$ cat src/swm_defines.vh
// swm_defines.vh: offsets, field positions, reset values and timing counts
// assumes: included by the warning manager files, 100 MHz pclk
`ifndef SWM_DEFINES_VH
`define SWM_DEFINES_VH

// ----------------------------------------------------------------
// register byte offsets
// ----------------------------------------------------------------
`define SWM_OFF_SEL1        12'h000
`define SWM_OFF_SEL2        12'h004
`define SWM_OFF_MASK        12'h008
`define SWM_OFF_STATUS      12'h00C
`define SWM_OFF_IRQ_MASK    12'h010
`define SWM_OFF_LIMITS      12'h014
`define SWM_OFF_LIFE_LIM    12'h018
`define SWM_OFF_CTRL        12'h01C

// ----------------------------------------------------------------
// reset values
// ----------------------------------------------------------------
`define SWM_RST_SEL         16'h0000
`define SWM_RST_MASK        16'h0000
`define SWM_RST_IRQ_MASK    16'h0000
`define SWM_RST_ENC_LIM     8'h08
`define SWM_RST_EXT_LIM     8'h08
`define SWM_RST_LIFE_LIM    16'h0100

// ----------------------------------------------------------------
// mask bit positions
// ----------------------------------------------------------------
`define SWM_BIT_BATTERY     0
`define SWM_BIT_LIFE        2
`define SWM_BIT_ENC_HOT     3
`define SWM_BIT_ENC_COMM    4
`define SWM_BIT_REGEN       5
`define SWM_BIT_FAN         6
`define SWM_BIT_OVERLOAD    7
`define SWM_BIT_EXT_ENC     8
`define SWM_BIT_VIBRATION   9
`define SWM_BIT_EXT_COMM    10

// ----------------------------------------------------------------
// selection codes
// ----------------------------------------------------------------
`define SWM_SEL_ALL         16'h0000
`define SWM_SEL_OVERLOAD    16'h0001
`define SWM_SEL_REGEN       16'h0002
`define SWM_SEL_BATTERY     16'h0003
`define SWM_SEL_FAN         16'h0004
`define SWM_SEL_ENC_COMM    16'h0005
`define SWM_SEL_ENC_HOT     16'h0006
`define SWM_SEL_VIBRATION   16'h0007
`define SWM_SEL_LIFE        16'h0008
`define SWM_SEL_EXT_ENC     16'h0009
`define SWM_SEL_EXT_COMM    16'h000A

// ----------------------------------------------------------------
// thresholds and timing
// ----------------------------------------------------------------
`define SWM_LOAD_PCT        85
`define SWM_BATT_MV         3200
`define SWM_BATT_LIM        16'h0C80
`define SWM_FAN_MS          1000
`define SWM_CLK_MHZ         100
`define SWM_FAN_CYCLES      (`SWM_FAN_MS * 1000 * `SWM_CLK_MHZ)
`define SWM_CTRL_RESET_BIT  0

`endif

$ cat src/swm_err_counter.v
// swm_err_counter.v: consecutive error counter with limit compare
// assumes: one pulse per communication attempt, synchronous to pclk
`timescale 1ns/1ps
module swm_err_counter (
	input  wire       pclk,
	input  wire       presetn,
	input  wire       attempt,
	input  wire       error,
	input  wire [7:0] limit,
	output wire       over
);
	reg  [7:0] count_ff;
	reg  [7:0] nxt_count;

	always @* begin
		nxt_count = count_ff;
		if (attempt) begin
			if (!error)
				nxt_count = 8'h00;
			else if (count_ff != 8'hFF)
				nxt_count = count_ff + 8'h01;
		end
	end

	always @(posedge pclk or negedge presetn) begin
		if (!presetn)
			count_ff <= 8'h00;
		else
			count_ff <= nxt_count;
	end

	assign over = (count_ff > limit);
endmodule // swm_err_counter

$ cat src/swm_warning_manager.v
// swm_warning_manager.v: servo warning latch, mask, routing and apb registers
// assumes: detection inputs synchronous to pclk, apb master on pclk
`timescale 1ns/1ps
`include "swm_defines.vh"
module swm_warning_manager #(
	parameter FAN_CYCLES = `SWM_FAN_CYCLES
) (
	input  wire        pclk,
	input  wire        presetn,
	input  wire        psel,
	input  wire        penable,
	input  wire        pwrite,
	input  wire [11:0] paddr,
	input  wire [31:0] pwdata,
	output wire        pready,
	output reg  [31:0] prdata,
	output wire        pslverr,
	input  wire [6:0]  load_ratio_pct,
	input  wire [6:0]  regen_ratio_pct,
	input  wire [15:0] battery_mv,
	input  wire        fan_stopped,
	input  wire        enc_attempt,
	input  wire        enc_error,
	input  wire        enc_overheat,
	input  wire        vibration_detected,
	input  wire [15:0] capacitor_life,
	input  wire [15:0] fan_life,
	input  wire        ext_enc_warning,
	input  wire        ext_attempt,
	input  wire        ext_error,
	input  wire        alarm_reset,
	output wire        warning_output_one,
	output wire        warning_output_two,
	output wire        irq
);
	// ----------------------------------------------------------------
	// registers
	// ----------------------------------------------------------------
	reg  [15:0] warning_route_select_one_ff;
	reg  [15:0] warning_route_select_two_ff;
	reg  [15:0] warning_detect_mask_ff;
	reg  [10:0] irq_mask_ff;
	reg  [7:0]  enc_limit_ff;
	reg  [7:0]  ext_limit_ff;
	reg  [15:0] life_limit_ff;
	reg  [10:0] latched_ff;
	reg  [10:0] irq_status_ff;
	reg  [31:0] fan_count_ff;
	reg  [31:0] nxt_fan_count;
	reg  [10:0] nxt_latched;
	reg  [10:0] nxt_irq_status;
	reg  [31:0] nxt_prdata;

	wire        wr_en;
	wire        rd_en;
	wire        addr_hit;
	wire        ctrl_clear;
	wire        clear_all;
	wire        enc_over;
	wire        ext_over;
	wire [10:0] detect;
	wire [10:0] set_evt;
	wire [10:0] route_one;
	wire [10:0] route_two;
	wire [10:0] unmasked;

	assign wr_en   = psel & penable & pwrite;
	assign rd_en   = psel & penable & ~pwrite;
	assign pready  = 1'b1;
	assign addr_hit = (paddr == `SWM_OFF_SEL1) || (paddr == `SWM_OFF_SEL2) ||
		(paddr == `SWM_OFF_MASK) || (paddr == `SWM_OFF_STATUS) ||
		(paddr == `SWM_OFF_IRQ_MASK) || (paddr == `SWM_OFF_LIMITS) ||
		(paddr == `SWM_OFF_LIFE_LIM) || (paddr == `SWM_OFF_CTRL);
	assign pslverr = psel & penable & ~addr_hit;

	// ----------------------------------------------------------------
	// warning detection
	// ----------------------------------------------------------------
	swm_err_counter u_enc_cnt (
		.pclk    (pclk),
		.presetn (presetn),
		.attempt (enc_attempt),
		.error   (enc_error),
		.limit   (enc_limit_ff),
		.over    (enc_over)
	);

	swm_err_counter u_ext_cnt (
		.pclk    (pclk),
		.presetn (presetn),
		.attempt (ext_attempt),
		.error   (ext_error),
		.limit   (ext_limit_ff),
		.over    (ext_over)
	);

	// fan stop duration counter
	always @* begin
		nxt_fan_count = fan_count_ff;
		if (!fan_stopped)
			nxt_fan_count = 32'h00000000;
		else if (fan_count_ff < FAN_CYCLES)
			nxt_fan_count = fan_count_ff + 32'h00000001;
	end

	always @(posedge pclk or negedge presetn) begin
		if (!presetn)
			fan_count_ff <= 32'h00000000;
		else
			fan_count_ff <= nxt_fan_count;
	end

	assign detect[`SWM_BIT_BATTERY]   = (battery_mv <= `SWM_BATT_LIM);
	assign detect[1]                  = 1'b0;
	assign detect[`SWM_BIT_LIFE]      = (capacitor_life < life_limit_ff) ||
		(fan_life < life_limit_ff);
	assign detect[`SWM_BIT_ENC_HOT]   = enc_overheat;
	assign detect[`SWM_BIT_ENC_COMM]  = enc_over;
	assign detect[`SWM_BIT_REGEN]     = (regen_ratio_pct >= 7'd`SWM_LOAD_PCT);
	assign detect[`SWM_BIT_FAN]       = (fan_count_ff >= FAN_CYCLES);
	assign detect[`SWM_BIT_OVERLOAD]  = (load_ratio_pct >= 7'd`SWM_LOAD_PCT);
	assign detect[`SWM_BIT_EXT_ENC]   = ext_enc_warning;
	assign detect[`SWM_BIT_VIBRATION] = vibration_detected;
	assign detect[`SWM_BIT_EXT_COMM]  = ext_over;

	// ----------------------------------------------------------------
	// latch, mask and clear
	// ----------------------------------------------------------------
	assign set_evt    = detect & ~warning_detect_mask_ff[10:0];
	assign ctrl_clear = wr_en && (paddr == `SWM_OFF_CTRL) && pwdata[`SWM_CTRL_RESET_BIT];
	assign clear_all  = alarm_reset | ctrl_clear;

	always @* begin
		nxt_latched = latched_ff;
		if (clear_all)
			nxt_latched = 11'h000;
		nxt_latched = nxt_latched | set_evt;
	end

	always @* begin
		nxt_irq_status = irq_status_ff;
		// clear only bits already returned; a set since setup survives
		if (rd_en && (paddr == `SWM_OFF_STATUS))
			nxt_irq_status = irq_status_ff & ~prdata[10:0];
		nxt_irq_status = nxt_irq_status | (set_evt & ~latched_ff);
	end

	always @(posedge pclk or negedge presetn) begin
		if (!presetn) begin
			latched_ff    <= 11'h000;
			irq_status_ff <= 11'h000;
		end else begin
			latched_ff    <= nxt_latched;
			irq_status_ff <= nxt_irq_status;
		end
	end

	assign irq = |(irq_status_ff & irq_mask_ff);

	// ----------------------------------------------------------------
	// output routing
	// ----------------------------------------------------------------
	assign unmasked = latched_ff & ~warning_detect_mask_ff[10:0];

	genvar gi;
	generate
		for (gi = 0; gi < 11; gi = gi + 1) begin : g_route
			wire [15:0] code;
			assign code = (gi == `SWM_BIT_OVERLOAD)  ? `SWM_SEL_OVERLOAD :
				(gi == `SWM_BIT_REGEN)     ? `SWM_SEL_REGEN :
				(gi == `SWM_BIT_BATTERY)   ? `SWM_SEL_BATTERY :
				(gi == `SWM_BIT_FAN)       ? `SWM_SEL_FAN :
				(gi == `SWM_BIT_ENC_COMM)  ? `SWM_SEL_ENC_COMM :
				(gi == `SWM_BIT_ENC_HOT)   ? `SWM_SEL_ENC_HOT :
				(gi == `SWM_BIT_VIBRATION) ? `SWM_SEL_VIBRATION :
				(gi == `SWM_BIT_LIFE)      ? `SWM_SEL_LIFE :
				(gi == `SWM_BIT_EXT_ENC)   ? `SWM_SEL_EXT_ENC :
				(gi == `SWM_BIT_EXT_COMM)  ? `SWM_SEL_EXT_COMM : 16'hFFFF;
			assign route_one[gi] = (warning_route_select_one_ff == `SWM_SEL_ALL) ||
				(warning_route_select_one_ff == code);
			assign route_two[gi] = (warning_route_select_two_ff == `SWM_SEL_ALL) ||
				(warning_route_select_two_ff == code);
		end
	endgenerate

	assign warning_output_one = |(unmasked & route_one);
	assign warning_output_two = |(unmasked & route_two);

	// ----------------------------------------------------------------
	// apb registers
	// ----------------------------------------------------------------
	always @(posedge pclk or negedge presetn) begin
		if (!presetn) begin
			warning_route_select_one_ff <= `SWM_RST_SEL;
			warning_route_select_two_ff <= `SWM_RST_SEL;
			warning_detect_mask_ff      <= `SWM_RST_MASK;
			irq_mask_ff                 <= 11'h000;
			enc_limit_ff                <= `SWM_RST_ENC_LIM;
			ext_limit_ff                <= `SWM_RST_EXT_LIM;
			life_limit_ff               <= `SWM_RST_LIFE_LIM;
		end else if (wr_en) begin
			if (paddr == `SWM_OFF_SEL1)
				warning_route_select_one_ff <= pwdata[15:0];
			else if (paddr == `SWM_OFF_SEL2)
				warning_route_select_two_ff <= pwdata[15:0];
			else if (paddr == `SWM_OFF_MASK)
				warning_detect_mask_ff <= pwdata[15:0];
			else if (paddr == `SWM_OFF_IRQ_MASK)
				irq_mask_ff <= pwdata[10:0];
			else if (paddr == `SWM_OFF_LIMITS) begin
				enc_limit_ff <= pwdata[7:0];
				ext_limit_ff <= pwdata[15:8];
			end else if (paddr == `SWM_OFF_LIFE_LIM)
				life_limit_ff <= pwdata[15:0];
		end
	end

	always @* begin
		nxt_prdata = 32'h00000000;
		if (paddr == `SWM_OFF_SEL1)
			nxt_prdata = {16'h0000, warning_route_select_one_ff};
		else if (paddr == `SWM_OFF_SEL2)
			nxt_prdata = {16'h0000, warning_route_select_two_ff};
		else if (paddr == `SWM_OFF_MASK)
			nxt_prdata = {16'h0000, warning_detect_mask_ff};
		else if (paddr == `SWM_OFF_STATUS)
			nxt_prdata = {5'h00, latched_ff, 5'h00, irq_status_ff};
		else if (paddr == `SWM_OFF_IRQ_MASK)
			nxt_prdata = {21'h000000, irq_mask_ff};
		else if (paddr == `SWM_OFF_LIMITS)
			nxt_prdata = {16'h0000, ext_limit_ff, enc_limit_ff};
		else if (paddr == `SWM_OFF_LIFE_LIM)
			nxt_prdata = {16'h0000, life_limit_ff};
	end

	// read data registered in setup so it is valid in the access phase
	always @(posedge pclk or negedge presetn) begin
		if (!presetn)
			prdata <= 32'h00000000;
		else if (psel && !penable && !pwrite)
			prdata <= nxt_prdata;
	end
endmodule // swm_warning_manager

$ cat config.mk
export PLATFORM = sky130hd
export DESIGN_NAME = swm_warning_manager
export DESIGN_NICKNAME = d
export VERILOG_FILES = /design/src/swm_err_counter.v /design/src/swm_warning_manager.v
export VERILOG_INCLUDE_DIRS = /design/src
export SDC_FILE = /design/constraint.sdc
export NUM_CORES = 1
export LEC_CHECK = 0
export ABC_CLOCK_PERIOD_IN_PS = 2150
export BUFFER_PORTS_ARGS = -buffer_cell sky130_fd_sc_hd__buf_2
export CAP_MARGIN = 30
export CORE_ASPECT_RATIO = 0.75
export CORE_MARGIN = 2
export CORE_UTILIZATION = 50
export CTS_CLUSTER_SIZE = 30
export DETAILED_ROUTE_END_ITERATION = 10
export PLACE_DENSITY = 0.78
export SLEW_MARGIN = 40
export SYNTH_ARGS = -nofsm -noshare
export SYNTH_HDL_FRONTEND = slang
export SYNTH_HIERARCHICAL = 1
export SYNTH_SLANG_ARGS = --single-unit
$ cat constraint.sdc
create_clock -name pclk -period 2.15 [get_ports pclk]
set_clock_uncertainty 0.2 [all_clocks]
set_input_delay 0.43 -clock pclk [delete_from_list [all_inputs] [get_ports pclk]]
set_output_delay 0.43 -clock pclk [all_outputs]
set_load 0.02 [all_outputs]
==> run metrics <==
outcome=finished, violations left; failing checks=negative setup slack; PwrDens=563 nW/µm²; DIE WIDTH=173 µm; WL final=around 33 mm; pin count of the biggest net entering global routing=61; Die ar.=~23000 µm²; routability cong.=just under 1; origin of the critical flop-to-flop path=fan_count_ff[20]; CTS Buf Count=17; Leak Pwr=roughly 0.0065 µW; met3 wire len=about 2.6 mm; Worst Setup End Kind=primary output; std cell rows=46; Post-DP HPWL=between 20 and 25 mm; top layer in use=met4; post-route ant nets=0; worst-case vdd ir drop=0.592 mV; critical path's slowest cell=dfrtp_1; Port Buffers=about 130; Avg Vias per Cell=between 6 and 7; Psw=between 2000 and 2500 µW; starting density of the core=0.508; Clk Latency, worst-skew pair=about 0.45 ns; synth top area cells=dfrtp_1 43%, mux2_2 7.3%, ha_1 5.8%; average size of a mapped cell=9.96 µm²; Clock Root Buffer=clkbuf_16; routed len/inst=between 15 and 20 µm; # IOs=157; critical path cell sequence=nand2b_4 -> o2bb2ai_2 -> a221o_1 -> a21oi_2 -> o31a_1 -> buf_6; Max Cap Viol=0; Main synth FF type=dfrtp_1; layout cells sized above 1=0.372; final setup fails=6; Yosys reg bits=about 190; clk sinks=roughly 190; crit path DAT=roughly 2 ns; most common cell in the netlist=dfrtp_1; GRT Resource Usage Total=0.283; TritonCTS clock tree=done; Area Overhead vs Synth=29.6%; final worst slack=-0.453 ns; min-delay src=enc_overheat; dpl ws=-0.287 ns; Async SR Flop Fraction=1.00; worst hold-check path type=in2reg; H-tree depth=4; number of iterations in the first detailed-routing pass=7; endpoints failing hold=0; Final Max Slew Viols=0; Slew Limit Headroom=0.484; R2R depth=6; most frequent cells after synthesis=183 x dfrtp_1, 97 x nand2_1, 71 x a21oi_1; hold path cells=3; Tightest Pin Transition=0.755 ns; Clk pwr share=0.402; initial DRC count=~1100; Final Total Pwr=about 7800 µW; Max Clock Freq=0.384 GHz; Min-Delay Endpoint=latched_ff[3]; Switching Share=0.289; crit-path max cell delay=roughly 0.39 ns; number of distinct library cells after synthesis=between 70 and 80; Post-synth EDFFs=0; crit-path max FO=4; remaining global-route overflow=0; M1 WL=around 14 mm; first-pass GRT wire length=between 40 and 50 mm; crit path launch type=register; Netlist Area Pre-Place=between 10000 and 15000 µm²; # placed instances=~1600; RSZ-0062 raised after global routing=yes; Pint=around 5600 µW; vias=9921; CP Data Required Time=between 1.5 and 2 ns; Sequential Power Share=0.469; Mapped Cells=1074; setup TNS=-1.15 ns; combinational share of power=0.129; core region area=between 20000 and 25000 µm²; post-synth top area share=0.428; CP Class=reg2out; Crit Reg-Reg Endpoint=fan_count_ff[22]; nets@finish=between 1000 and 1500; chip height=around 130 µm; Critical path origin=warning_detect_mask_ff[10]; remaining routing DRC violations=0; vias in the first global route=approximately 9000; CTS clk-pin slew, worst paths=~0.070 ns; crit share post-route=1.21; non-filler cells, final=roughly 1600; final design utilization=0.658; Reg2Reg Setup Slack=-0.02 ns; Seq/Total Area, Yosys=0.435; Final Critical Period=about 2.6 ns; Synth area leader=dfrtp_1; Max Buffers Root-to-Sink=2; initial antenna violation count=0; total number of yosys warnings=6; met2 wire length=15.1 mm
==> state kept, by name (all words and copies together) (netlist names) <==
name,cells
irq_status_ff,11
warning_detect_mask_ff,16
enc_limit_ff,8
warning_route_select_one_ff,16
fan_count_ff,32
irq_mask_ff,11
u_enc_cnt/count_ff,8
u_ext_cnt/count_ff,8
latched_ff,10
prdata,26
warning_route_select_two_ff,16
life_limit_ff,16
ext_limit_ff,8
==> cells in the final DEF, fill, tap and decap left out, types with 9 or more instances in the layout <==
cell type  Yosys  routed
o21ai_0       61      58
nand4_1       14      14
and3_1        18      16
a22o_1        21      21
o31ai_1       25      23
ha_1          50      48
buf_12         1       9
buf_4          9     129
nand3_1       31      31
inv_1         49      47
nor4_1        12       9
mux2_2        69      69
nand2_1       97      96
a211oi_1      14      14
o21a_1         9       9
a21oi_2        0      16
a21oi_1       71      55
nor2_1        46      45
buf_6          6      11
mux2i_1       18      18
buf_2         11     126
clkbuf_16      0      22
nor3_1        17      14
nand2b_1      27      19
a21o_1        11      11
dfrtp_1      183     181
or4_4          2      16
==> critical path, delay by kind of cell, from the launching register on <==
kind,cells,cell delay (ns)
AO/OA/AOI/OAI,4,0.80
buffers and inverters,1,0.13
flip-flops,1,0.39
AND/OR/NAND/NOR,1,0.20
==> through the flow <==
stage / instance area (µm²) / hold slack [ns]
finish: 13900 / 0.0153
floorplan: 10700 / -0.0656
global placement: 12600 / 0.131
detailed placement: 12600 / 0.132
global route: 13900 / 0.0428
CTS: 13400 / 0.00249
==> power groups by stage <==
stage	combinational, µW	clock, µW	sequential, µW
3_5_place_dp	916	0	3710
2_1_floorplan	390	0	3730
4_1_cts	962	3160	3660
6_report	1010	3140	3660
5_1_grt	1100	3320	3670
3_3_place_gp	890	0	3710
==> worst max-delay path by stage <==
stage               slack, ns  cells past startpoint                              end
floorplan               -0.23                      7  warning_route_select_two_ff[10]
global placement        -0.29                      8                       prdata[22]
detailed placement      -0.29                      8                       prdata[25]
CTS                     -0.47                      6               warning_output_two
global route            -0.51                      6               warning_output_one
finish                  -0.45                      6               warning_output_two
==> kinds of logic (layout without fill, tap and decap cells) <==
logic type	count (synthesis)	after routing	synth area share
compound gates	291	291	0.182
fa+ha+maj	50	50	0.0585
buf+inv	106	368	0.0474
flops	186	186	0.435
mux	93	93	0.0979
other cells	2	8	0.000702
simple gates	346	346	0.178
==> repair_timing <==
item                                   4_1_cts  5_1_grt
gates cloned                                 0        5
hold buffers                                 3        0
setup buffers                                6        4
endpoints found under the hold margin       34        0
pin swaps                                   12       36
setup endpoints to repair                   28       33
gates resized for setup                     37       71
==> routing by layer <==
metal | up-vias | global-route usage
met5 | - | 0
met4 | 0 | 0.0882
met3 | 57 | 0.0634
met2 | 453 | 0.452
met1 | 4897 | 0.390
li1 | 4514 | -
==> layout make-up <==
| cell class | instances | area (µm²) |
|---|---|---|
| fill | 1600 | 7200 |
| multi-input combinational | 787 | 5980 |
| sequential | 186 | 4660 |
| timing repair buffer | 286 | 2090 |
| clock buffer | 17 | 425 |
| tap | 288 | 360 |
| inverter | 50 | 188 |
| clock inverter | 15 | 153 |
| antenna | 1 | 2.50 |
(Power assumes the default switching activity.)
